### src/sl_pkg.sv
package sl_pkg;

	// ----------------------------------------
	// register map
	// ----------------------------------------
	localparam int         ADDR_W    = 9;
	localparam logic [8:0] OFS_CUR1  = 9'h025;
	localparam logic [8:0] OFS_BANK1 = 9'h026;
	localparam logic [8:0] OFS_BANK2 = 9'h027;
	localparam logic [8:0] OFS_STAT  = 9'h028;
	localparam logic [8:0] OFS_ADV_R = 9'h1d6;
	localparam logic [8:0] OFS_ADV_G = 9'h1d7;

	localparam logic [7:0] RST_CUR1  = 8'h00;
	localparam logic [7:0] RST_BANK1 = 8'h00;
	localparam logic [7:0] RST_BANK2 = 8'h00;
	localparam logic [7:0] RST_ADV   = 8'hfc;

	// ----------------------------------------
	// field positions (lsb of each field; 2 bits wide except the 6-bit advance duty)
	// ----------------------------------------
	localparam int CUR1_R1_CUR  = 0;
	localparam int CUR1_G1_CUR  = 2;
	localparam int BANK1_R2_CUR = 0;
	localparam int BANK1_R2_BLK = 6;
	localparam int BANK2_G2_CUR = 0;
	localparam int BANK2_G2_BLK = 2;
	localparam int BANK2_B2_CUR = 4;
	localparam int BANK2_B2_BLK = 6;
	localparam int ADV_BLK      = 0;
	localparam int ADV_DUTY     = 2;

	// ----------------------------------------
	// channels and codes
	// ----------------------------------------
	localparam int CH_N  = 5;
	localparam int CH_R1 = 0;
	localparam int CH_G1 = 1;
	localparam int CH_R2 = 2;
	localparam int CH_G2 = 3;
	localparam int CH_B2 = 4;

	typedef enum logic [1:0] {
		SL_BLK_NONE = 2'b00,
		SL_BLK_1S   = 2'b01,
		SL_BLK_4S   = 2'b10,
		SL_BLK_8S   = 2'b11
	} sl_blink_t;

	// current codes: 0 off, 1 8.0 mA, 2 20 mA, 3 28 mA
	localparam logic [1:0] CUR_OFF   = 2'h0;
	localparam logic [5:0] DUTY_FULL = 6'h20;

	// ----------------------------------------
	// timing
	// ----------------------------------------
	localparam int CLK_NS       = 100;
	localparam int TICK_NS      = 1000000;
	localparam int TICK_CYC     = TICK_NS / CLK_NS;
	localparam int PWM_STEP_NS  = 1000;
	localparam int PWM_STEP_CYC = PWM_STEP_NS / CLK_NS;
	localparam int BLINK_W      = 13;
	localparam logic [12:0] ON_MS  = 13'h01f4;
	localparam logic [12:0] PER1_MS = 13'h03e8;
	localparam logic [12:0] PER2_MS = 13'h0fa0;
	localparam logic [12:0] PER3_MS = 13'h1f40;

endpackage

### src/sl_chan_if.sv
`timescale 1ns/1ns
interface sl_chan_if;
	logic [1:0] blink;
	logic [1:0] cur;
	logic [5:0] duty;
	logic       ms_tick;
	logic [4:0] pwm_pos;
	logic [1:0] drive;
	logic       lit;

	modport ctrl (output blink, output cur, output duty, output ms_tick, output pwm_pos,
		input drive, input lit);
	modport chan (input blink, input cur, input duty, input ms_tick, input pwm_pos,
		output drive, output lit);
endinterface

### src/sl_chan.sv
`timescale 1ns/1ns
module sl_chan (
	// clock and reset
	input  wire logic mclk,
	input  wire logic nrst,
	// control from the register block
	sl_chan_if.chan   ch
);

	typedef struct packed {
		logic [12:0] cnt;
		logic [1:0]  last_blink;
		logic        lit;
		logic [1:0]  drive;
	} sl_chan_st_t;

	sl_chan_st_t st;
	sl_chan_st_t next_st;
	logic [12:0] period;
	logic        pwm_on;

	// ----------------------------------------
	// blink period and pwm compare
	// ----------------------------------------
	always_comb begin
		unique case (sl_pkg::sl_blink_t'(ch.blink))
			sl_pkg::SL_BLK_1S: period = sl_pkg::PER1_MS;
			sl_pkg::SL_BLK_4S: period = sl_pkg::PER2_MS;
			sl_pkg::SL_BLK_8S: period = sl_pkg::PER3_MS;
			sl_pkg::SL_BLK_NONE: period = sl_pkg::PER1_MS;
		endcase
		// codes above full scale are treated as continuous on
		pwm_on = (ch.duty >= sl_pkg::DUTY_FULL) || ({1'b0, ch.pwm_pos} < ch.duty);
	end

	always_comb begin
		next_st = st;
		next_st.last_blink = ch.blink;
		// a new blink code restarts with the on phase so the change is seen at once
		if (ch.blink != st.last_blink) begin
			next_st.cnt = '0;
		end else if (ch.ms_tick) begin
			next_st.cnt = (st.cnt >= period - 13'h0001) ? '0 : st.cnt + 13'h0001;
		end
		if (ch.blink == sl_pkg::SL_BLK_NONE) begin
			next_st.lit = pwm_on;
		end else begin
			// judged on the counter being loaded, so a restart is lit on its first cycle
			next_st.lit = (next_st.cnt < sl_pkg::ON_MS);
		end
		next_st.drive = next_st.lit ? ch.cur : sl_pkg::CUR_OFF;
	end

	always_ff @(posedge mclk) begin
		if (!nrst) begin
			st <= '0;
		end else begin
			st <= next_st;
		end
	end

	assign ch.lit   = st.lit;
	assign ch.drive = st.drive;

endmodule

### src/sl_top.sv
// How it works
// - blink code sets period, 0.5 s on
// - current code picks off, 8, 20, 28 mA
// - second bank register packs green2/blue2 fields
// - red2 blink sits in bits 7:6 before
// - unconfigured advance registers start in advance mode
// - blink code 00 hands channel to pwm
// - entering advance mode starts at full duty
// - nonzero blink code returns to normal blinking
// - six-bit duty gives on-fraction value/32, full on from 32 up
// - red1/green1 advance registers reset to 0xfc
`timescale 1ns/1ns
module sl_top #(
	parameter int TICK_CYC = sl_pkg::TICK_CYC
) (
	// clock and reset
	input  wire logic                            mclk,
	input  wire logic                            nrst,
	// register port
	input  wire logic [sl_pkg::ADDR_W-1:0]       addr,
	input  wire logic [7:0]                      wdata,
	input  wire logic                            wr,
	input  wire logic                            rd,
	output logic      [7:0]                      rdata,
	// led drivers
	output logic      [sl_pkg::CH_N-1:0][1:0]    led_drive,
	output logic      [sl_pkg::CH_N-1:0]         led_lit,
	output logic      [sl_pkg::CH_N-1:0]         led_adv
);

	localparam int PRE_W = $clog2(TICK_CYC);
	localparam int STP_W = $clog2(sl_pkg::PWM_STEP_CYC);
	localparam logic [PRE_W-1:0] PRE_LAST = PRE_W'(TICK_CYC - 1);
	localparam logic [STP_W-1:0] STP_LAST = STP_W'(sl_pkg::PWM_STEP_CYC - 1);

	typedef struct packed {
		logic [PRE_W-1:0] pre;
		logic [STP_W-1:0] stp;
		logic [4:0]       pos;
		logic             ms_tick;
		logic [7:0]       cur1;
		logic [7:0]       bank1;
		logic [7:0]       bank2;
		logic [7:0]       adv_r;
		logic [7:0]       adv_g;
		logic [7:0]       rdata;
	} sl_top_st_t;

	sl_top_st_t st;
	sl_top_st_t next_st;

	logic [sl_pkg::CH_N-1:0][1:0] blink_v;
	logic [sl_pkg::CH_N-1:0][1:0] cur_v;
	logic [sl_pkg::CH_N-1:0][5:0] duty_v;
	logic [sl_pkg::CH_N-1:0][1:0] drive_v;
	logic [sl_pkg::CH_N-1:0]      lit_v;
	logic [7:0]                   rd_val;

	// ----------------------------------------
	// advance register write
	// ----------------------------------------
	// a write that moves the blink field from nonzero to 00 enters advance
	// mode; the duty field is then forced to full whatever was written, so a
	// later write is needed to dim the channel
	function automatic logic [7:0] adv_write(input logic [7:0] old_v,
		input logic [7:0] new_v);
		logic [7:0] res;
		res = new_v;
		if (old_v[sl_pkg::ADV_BLK +: 2] != sl_pkg::SL_BLK_NONE &&
			new_v[sl_pkg::ADV_BLK +: 2] == sl_pkg::SL_BLK_NONE) begin
			res[sl_pkg::ADV_DUTY +: 6] = sl_pkg::DUTY_FULL;
		end
		return res;
	endfunction

	// ----------------------------------------
	// per channel field decode
	// ----------------------------------------
	always_comb begin
		// red1 and green1 blink codes live in their advance registers
		blink_v[sl_pkg::CH_R1] = st.adv_r[sl_pkg::ADV_BLK +: 2];
		blink_v[sl_pkg::CH_G1] = st.adv_g[sl_pkg::ADV_BLK +: 2];
		blink_v[sl_pkg::CH_R2] = st.bank1[sl_pkg::BANK1_R2_BLK +: 2];
		blink_v[sl_pkg::CH_G2] = st.bank2[sl_pkg::BANK2_G2_BLK +: 2];
		blink_v[sl_pkg::CH_B2] = st.bank2[sl_pkg::BANK2_B2_BLK +: 2];

		cur_v[sl_pkg::CH_R1] = st.cur1[sl_pkg::CUR1_R1_CUR +: 2];
		cur_v[sl_pkg::CH_G1] = st.cur1[sl_pkg::CUR1_G1_CUR +: 2];
		cur_v[sl_pkg::CH_R2] = st.bank1[sl_pkg::BANK1_R2_CUR +: 2];
		cur_v[sl_pkg::CH_G2] = st.bank2[sl_pkg::BANK2_G2_CUR +: 2];
		cur_v[sl_pkg::CH_B2] = st.bank2[sl_pkg::BANK2_B2_CUR +: 2];

		duty_v[sl_pkg::CH_R1] = st.adv_r[sl_pkg::ADV_DUTY +: 6];
		duty_v[sl_pkg::CH_G1] = st.adv_g[sl_pkg::ADV_DUTY +: 6];
		// the second bank has no duty register here, so at no-blink it stays fully on
		duty_v[sl_pkg::CH_R2] = sl_pkg::DUTY_FULL;
		duty_v[sl_pkg::CH_G2] = sl_pkg::DUTY_FULL;
		duty_v[sl_pkg::CH_B2] = sl_pkg::DUTY_FULL;
	end

	// ----------------------------------------
	// read mux
	// ----------------------------------------
	always_comb begin
		unique case (addr)
			sl_pkg::OFS_CUR1:  rd_val = st.cur1;
			sl_pkg::OFS_BANK1: rd_val = st.bank1;
			sl_pkg::OFS_BANK2: rd_val = st.bank2;
			sl_pkg::OFS_STAT:  rd_val = {3'h0, lit_v};
			sl_pkg::OFS_ADV_R: rd_val = st.adv_r;
			sl_pkg::OFS_ADV_G: rd_val = st.adv_g;
			default:           rd_val = 8'h00;
		endcase
	end

	// ----------------------------------------
	// next state
	// ----------------------------------------
	always_comb begin
		next_st = st;

		// slow timebase for blink timing, 1 ms per tick
		next_st.ms_tick = (st.pre == PRE_LAST);
		next_st.pre = (st.pre == PRE_LAST) ? '0 : st.pre + PRE_W'(1);

		// pwm step divider; the 32 step frame is 32 us long, well above flicker
		if (st.stp == STP_LAST) begin
			next_st.stp = '0;
			next_st.pos = st.pos + 5'h01;
		end else begin
			next_st.stp = st.stp + STP_W'(1);
		end

		// read data stands for the single cycle after the strobe
		next_st.rdata = rd ? rd_val : 8'h00;

		if (wr) begin
			unique case (addr)
				sl_pkg::OFS_CUR1:  next_st.cur1 = wdata;
				sl_pkg::OFS_BANK1: next_st.bank1 = wdata;
				sl_pkg::OFS_BANK2: next_st.bank2 = wdata;
				sl_pkg::OFS_ADV_R: next_st.adv_r = adv_write(st.adv_r, wdata);
				sl_pkg::OFS_ADV_G: next_st.adv_g = adv_write(st.adv_g, wdata);
				// status and unmapped addresses ignore writes
				default: next_st.rdata = next_st.rdata;
			endcase
		end
	end

	// ----------------------------------------
	// state register
	// ----------------------------------------
	always_ff @(posedge mclk) begin
		if (!nrst) begin
			st.pre     <= '0;
			st.stp     <= '0;
			st.pos     <= '0;
			st.ms_tick <= 1'b0;
			st.cur1    <= sl_pkg::RST_CUR1;
			st.bank1   <= sl_pkg::RST_BANK1;
			st.bank2   <= sl_pkg::RST_BANK2;
			st.adv_r   <= sl_pkg::RST_ADV;
			st.adv_g   <= sl_pkg::RST_ADV;
			st.rdata   <= 8'h00;
		end else begin
			st <= next_st;
		end
	end

	// ----------------------------------------
	// channels
	// ----------------------------------------
	sl_chan_if chif [sl_pkg::CH_N] ();

	for (genvar i = 0; i < sl_pkg::CH_N; i++) begin : g_ch
		assign chif[i].blink   = blink_v[i];
		assign chif[i].cur     = cur_v[i];
		assign chif[i].duty    = duty_v[i];
		assign chif[i].ms_tick = st.ms_tick;
		assign chif[i].pwm_pos = st.pos;
		assign drive_v[i]      = chif[i].drive;
		assign lit_v[i]        = chif[i].lit;
		// advance mode is simply the blink field at no-blink
		assign led_adv[i]      = (blink_v[i] == sl_pkg::SL_BLK_NONE);

		sl_chan u_chan (
			.mclk (mclk),
			.nrst (nrst),
			.ch   (chif[i])
		);
	end

	// ----------------------------------------
	// outputs
	// ----------------------------------------
	assign rdata     = st.rdata;
	assign led_drive = drive_v;
	assign led_lit   = lit_v;

endmodule

### config.mk
export PLATFORM = sky130hd
export DESIGN_NAME = sl_top
export DESIGN_NICKNAME = d
export VERILOG_FILES = /design/src/sl_pkg.sv /design/src/sl_chan_if.sv /design/src/sl_chan.sv /design/src/sl_top.sv
export SDC_FILE = /design/constraint.sdc
export NUM_CORES = 1
export LEC_CHECK = 0
export BUFFER_PORTS_ARGS = -buffer_cell sky130_fd_sc_hd__clkbuf_2
export CORE_ASPECT_RATIO = 0.6
export CORE_MARGIN = 2
export CORE_UTILIZATION = 60
export CTS_CLUSTER_SIZE = 12
export DETAILED_ROUTE_END_ITERATION = 10
export PLACE_DENSITY = 0.8
export SYNTH_ARGS = -nofsm -noshare
export SYNTH_HDL_FRONTEND = slang
export SYNTH_SLANG_ARGS = --single-unit
### constraint.sdc
create_clock -name mclk -period 3.35 [get_ports mclk]
set_input_delay 0.67 -clock mclk [delete_from_list [all_inputs] [get_ports mclk]]
set_output_delay 0.67 -clock mclk [all_outputs]
set_load 0.01 [all_outputs]
==> metrics.txt, run 1 <==
Worst Tran Pin Value=945.4 ps; main combinational cell family by area after synthesis=simple AND/OR/NAND/NOR gates; io pins=49; dominant cell by count in the synthesized netlist=dfxtp_1; ANT cells=0; period utilization=0.8194; total setup buffers inserted after CTS=0; most common library cells after synthesis=dfxtp_1, nor2_1, nand2_1; number of buffers added on ports=48; skew final=12.08 ps; Final Max Tran Viols=0; Final setup viols=0; post-synth top area share=0.3612; register area=3243 µm²; CP max FO=9; fmax=364.3 MHz; largest net degree at the start of global routing=58; Synth cell types=80; initial antenna violation count=0; Worst slew margin=0.3684; Max IR drop VDD=325.6 µV; post-synthesis sequential area ratio=0.3612; Vias=7648; global route total overflow=0; Pleak=4.048 nW; post-cts resize count=0; Avg Cell Area, Syn=8.462 µm²; required time of the critical path=3660 ps; dominant cell type by area after synthesis=dfxtp_1; Clock Pin Slew Worst Setup and Hold Paths=70 ps; Clock Tree Buf Depth=2; htree depth=4; Worst-Skew Late Latency=430 ps; Setup WS pre-CTS=596.0 ps; # rows=34; Core Util, Final=0.6683; crit end category=register; Setup TNS Final=0 ps; Routed WL=21550 µm; fraction of layout cells with a size suffix above 1=0.1092; FILL cells=1168; fraction of registers with async set or reset after synthesis=0; Die Area=15990 µm²; Detailed Routing Iterations Pass 1=5; synthesized cell area=8979 µm²; RSZ-0062 raised after global routing=no; vias in the first global route=6951; Layout area overhead=8.292%; global-route wire length before repair=35580 µm; multiplexer share of the synthesized area=0.03804; XOR/XNOR Fraction of Synth Area=0.08389; complex-gate fraction of the synthesized area=0.1283; Avg Vias per Cell=5.980; outcome=complete, no violations; Fin. Hold Viols=0; Synth Area in Adders=0.08640; CORE AREA=14550 µm²; CTS buffer count=17; min-delay worst type=register to register; Yosys warning count=0; max cap viols=0; CTS root buffer=clkbuf_16; Post-synth EDFFs=0; Die W=161.9 µm; DP Area=9144 µm²; drt initial violations=860; DP Wirelength=15200 µm; CTS hold repair buffers=0; top cells by area, synth=dfxtp_1, ha_1, nor2_1, xnor2_1, nand2_1; wire length per cell=16.85 µm; Final WS setup=604.9 ps; Most used DFF post-synth=dfxtp_1; Die Height=98.76 µm; post-synthesis register bit count=162; RePlAce Congestion=0.9022; kind of critical path=register to register; Syn Inst Count=1061; Synth Area in Simple Gates=0.2436; Tmin final=2745 ps; CTS tree=built; startpoint types=register; GRT Overall Usage=0.2775; Final ANT Viol Nets=0; post-layout instance area=9723 µm²; multi-input logic area=5229 µm²; Nets=1151; Post-route DRC=0; PwrDens=411.8 nW/µm²; Initial Utilization=0.6171; clock sink count=162; Data arrival, critical path=3050 ps
-- final timing paths --
check | start | endpoint | slack, ps | depth (start not counted)
min reg2reg | chif[2].cur[0] | g_ch[2].u_chan.ch.drive[0] | 460 | 2
min | chif[2].cur[0] | g_ch[2].u_chan.ch.drive[0] | 460 | 2
max | blink_v[3] | g_ch[1].u_chan.st[13] | 600 | 8
max reg2reg | blink_v[3] | g_ch[1].u_chan.st[13] | 600 | 8
-- per-stage QoR --
step           instances  hold WS (ps)  power [mW]
6_report            1279         458.5       4.004
5_1_grt             1279         471.1       4.104
4_1_cts             1279         461.8       4.005
3_5_place_dp        1247         448.8       2.100
3_3_place_gp        1247         443.2       2.097
2_1_floorplan       1065         418.9       2.054
-- worst max-delay path, stage by stage (launching register included) --
cell	delay (ps)
dfxtp_1	560
inv_1	150
ha_1	330
nand4_1	100
a21oi_1	240
o2111ai_1	210
a211oi_1	610
nand2b_1	330
a211oi_1	80
-- placed cells by master (no fill, tap or decap), types with 6 or more instances in the layout --
| cell | count |
|---|---|
| nor3_1 | 25 |
| mux2i_1 | 24 |
| clkbuf_16 | 17 |
| dfxtp_1 | 162 |
| a211oi_1 | 7 |
| a21oi_1 | 46 |
| nor3b_1 | 8 |
| and2_1 | 8 |
| nor2_1 | 151 |
| a21o_1 | 12 |
| nand3_1 | 44 |
| mux2_2 | 9 |
| and3_1 | 10 |
| o21ai_0 | 32 |
| nand4_1 | 29 |
| clkbuf_2 | 48 |
| ha_1 | 62 |
| a221o_1 | 12 |
| or3_1 | 11 |
| nand2_1 | 103 |
| a31oi_1 | 8 |
| inv_1 | 32 |
| buf_4 | 8 |
| xor2_1 | 40 |
| xnor2_1 | 46 |
| nor2b_1 | 9 |
| nor4_1 | 6 |
-- metal layers --
layer,vias up,track usage,part of all wire
met5,-,0,0
met4,0,0.08850,0.016
met3,32,0.05177,0.091
met2,307,0.3931,0.41
met1,3566,0.4229,0.48
li1,3743,-,-
-- kinds of logic after synthesis --
group,after synthesis
buf+inv,105
xor+xnor,86
fa+ha+maj,62
simple gates,445
other cells,1
mux,33
flops,162
compound gates,167
-- flip-flops by register name, summed over array words and instances (netlist names) --
name	cells
rdata	8
st	26
g_ch.u_chan.st	75
chif.duty	12
g_ch.u_chan.ch.lit	5
chif.ms_tick	1
chif.pwm_pos	5
chif.cur	10
g_ch.u_chan.ch.drive	10
blink_v	10
-- report_power, final --
part           internal, mW  switching, mW
Sequential             1.93         0.0102
Clock                  1.08          0.868
Combinational        0.0336         0.0811
Total                  3.04          0.960
-- area by class of cell --
type | instances | share of cell area
sequential | 162 | 0.3335
timing repair buffer | 56 | 0.03088
multi-input combinational | 798 | 0.5378
clock buffer | 19 | 0.04658
inverter | 33 | 0.01274
clock inverter | 13 | 0.01300
tap | 198 | 0.02548
Power figures use the tool's default switching activity.
==> inputs of run 2 (changes only) <==
--- a/config.mk
+++ b/config.mk
@@ -8,10 +8,10 @@
 export BUFFER_PORTS_ARGS = -buffer_cell sky130_fd_sc_hd__clkbuf_2
 export CORE_ASPECT_RATIO = 0.6
 export CORE_MARGIN = 2
-export CORE_UTILIZATION = 60
+export CORE_UTILIZATION = 56
 export CTS_CLUSTER_SIZE = 12
 export DETAILED_ROUTE_END_ITERATION = 10
-export PLACE_DENSITY = 0.8
+export PLACE_DENSITY = 0.78
 export SYNTH_ARGS = -nofsm -noshare
 export SYNTH_HDL_FRONTEND = slang
 export SYNTH_SLANG_ARGS = --single-unit
==> constraint.sdc (replaced) <==
create_clock -name mclk -period 2.5 [get_ports mclk]
set_input_delay 0.5 -clock mclk [delete_from_list [all_inputs] [get_ports mclk]]
set_output_delay 0.5 -clock mclk [all_outputs]
set_load 0.01 [all_outputs]
==> run 2 against run 1 <==
The run now ends with DRC left. Utilization shrank 2.4 points. Clock skew is 1.6 ps higher. Wire length is 0.22% lower. Combinational power rose by 37%. Setup slack worse by 480 ps. Cell area grew 2.8%. First-iteration DRC count decreased by 29%. Hold slack lost 57 ps. Count of clock-buffer cells in the layout down 2. Via count rose by 0.71%. Global-route usage fell by 2.0 points. Largest cell class unchanged. Largest power group is now the clock network.
==> metrics.txt, run 2 (same netlist as run 1, synthesis figures left out) <==
DP Area=9385 µm²; max cap viols=0; Avg Vias per Cell=5.870; Routed WL=21500 µm; most common cell after layout, fill and taps aside=dfxtp_1; # rows=35; outcome=finished, violations left; clock sink count=162; CTS tree=built; total setup buffers inserted after CTS=0; Nets=1179; part of the power in the clock network=0.486; Detailed Routing Iterations Pass 1=8; reg2reg start=blink_v[9]; Sw Pwr=1.387 mW; Die Area=17100 µm²; drt initial violations=614; RSZ-0062 raised after global routing=no; fmax=421.1 MHz; CTS hold repair buffers=0; period utilization=0.9498; io pins=49; CTS buffer count=17; crit end category=register; DP Wirelength=15670 µm; startpoint types=register; Post-route DRC=1; htree depth=4; GRT Overall Usage=0.2578; CP max FO=13; Tmin final=2375 ps; skew final=13.63 ps; sw frac=0.2580; initial antenna violation count=0; Core Util, Final=0.6446; total power=5.375 mW; max reg flops=75; fraction of layout cells with a size suffix above 1=0.1380; RePlAce Congestion=0.9187; Final setup viols=0; required time of the critical path=2870 ps; sequential share of power=0.484; Max IR drop VDD=428.1 µV; Die Height=102.1 µm; post-layout instance area=9993 µm²; Pleak=4.211 nW; vias in the first global route=7069; Worst slew margin=0.6413; CORE AREA=15500 µm²; Initial Utilization=0.5792; Worst Tran Pin Value=537.7 ps; Final ANT Viol Nets=0; kind of critical path=register to register; Worst Setup SP=blink_v[9]; min-delay worst type=primary input to register; placed insts=1280; Die W=167.5 µm; Worst-Skew Late Latency=430 ps; Clock Tree Buf Depth=2; Setup TNS Final=0 ps; non-filler cells, final=1312; Int Pwr=3.988 mW; r2r setup slk=130 ps; Logic pwr share=0.029; CTS root buffer=clkbuf_16; violations in the final reports=DRC; Fin. Hold Viols=0; commonest cells after routing, fill and taps aside=dfxtp_1, nor2_1, nand2_1, ha_1, clkbuf_2; number of buffers added on ports=48; PwrDens=537.8 nW/µm²; ANT cells=0; Clock Pin Slew Worst Setup and Hold Paths=80 ps; Final Max Tran Viols=0; Vias=7702; global route total overflow=0; Worst Hold Launch=wdata[4]; Largest Register=g_ch.u_chan.st; largest net degree at the start of global routing=58; Data arrival, critical path=2740 ps; global-route wire length before repair=35540 µm; Layout area overhead=11.30%; wire length per cell=16.39 µm
[run 2: layout make-up]
type                    instances  area (µm²)
fillers                      1246        5509
multi-input cells             798        5254
flip-flops and latches        162        3244
repair buffers                 84       535.5
clock buffers                  17       425.4
well taps                     203       254.0
clock inverters                15       156.4
inverters                      33       123.9
[run 2: power groups by stage]
stage	registers, mW	clock network, mW	logic, mW
floorplan	2.66	0	0.0927
global placement	2.66	0	0.154
detailed placement	2.66	0	0.155
CTS	2.60	2.63	0.156
global route	2.60	2.74	0.173
finish	2.60	2.61	0.158
[run 2: layer usage]
layer / vias to the layer above / GRT usage / part of all wire
met5: - / 0 / 0
met4: 0 / 0.06823 / 0.0082
met3: 16 / 0.05887 / 0.091
met2: 309 / 0.3741 / 0.42
met1: 3582 / 0.3844 / 0.48
li1: 3795 / - / -
[run 2: final timing paths]
path | endpoint | cells past startpoint
hold / removal | chif[0].duty[2] | 2
hold reg to reg | g_ch[3].u_chan.ch.drive[1] | 2
setup / recovery | g_ch[4].u_chan.st[12] | 9
setup reg to reg | g_ch[4].u_chan.st[12] | 9
[run 2: what timing repair did]
action,in CTS,in global routing
endpoints found under the hold margin,0,0
gates cloned,0,0
resized for setup,1,5
setup endpoints to repair,2,28
[run 2: critical path: stages, from the launching register on]
cell,delay [ps]
dfxtp_1,450
inv_1,130
ha_1,310
nand3_1,100
o21ai_0,110
a221oi_1,330
o21ai_0,160
or4_1,400
buf_4,200
nor2_1,110
[run 2: metrics by stage]
| stage | setup WS, ps | hold slack (ps) |
|---|---|---|
| after global routing | 6.488 | 396.2 |
| final | 125.4 | 401.3 |
| after global placement | 99.34 | 444.5 |
| after CTS | 53.29 | 386.3 |
| after floorplan | 100.3 | 418.9 |
| after detailed placement | 16.21 | 451.1 |
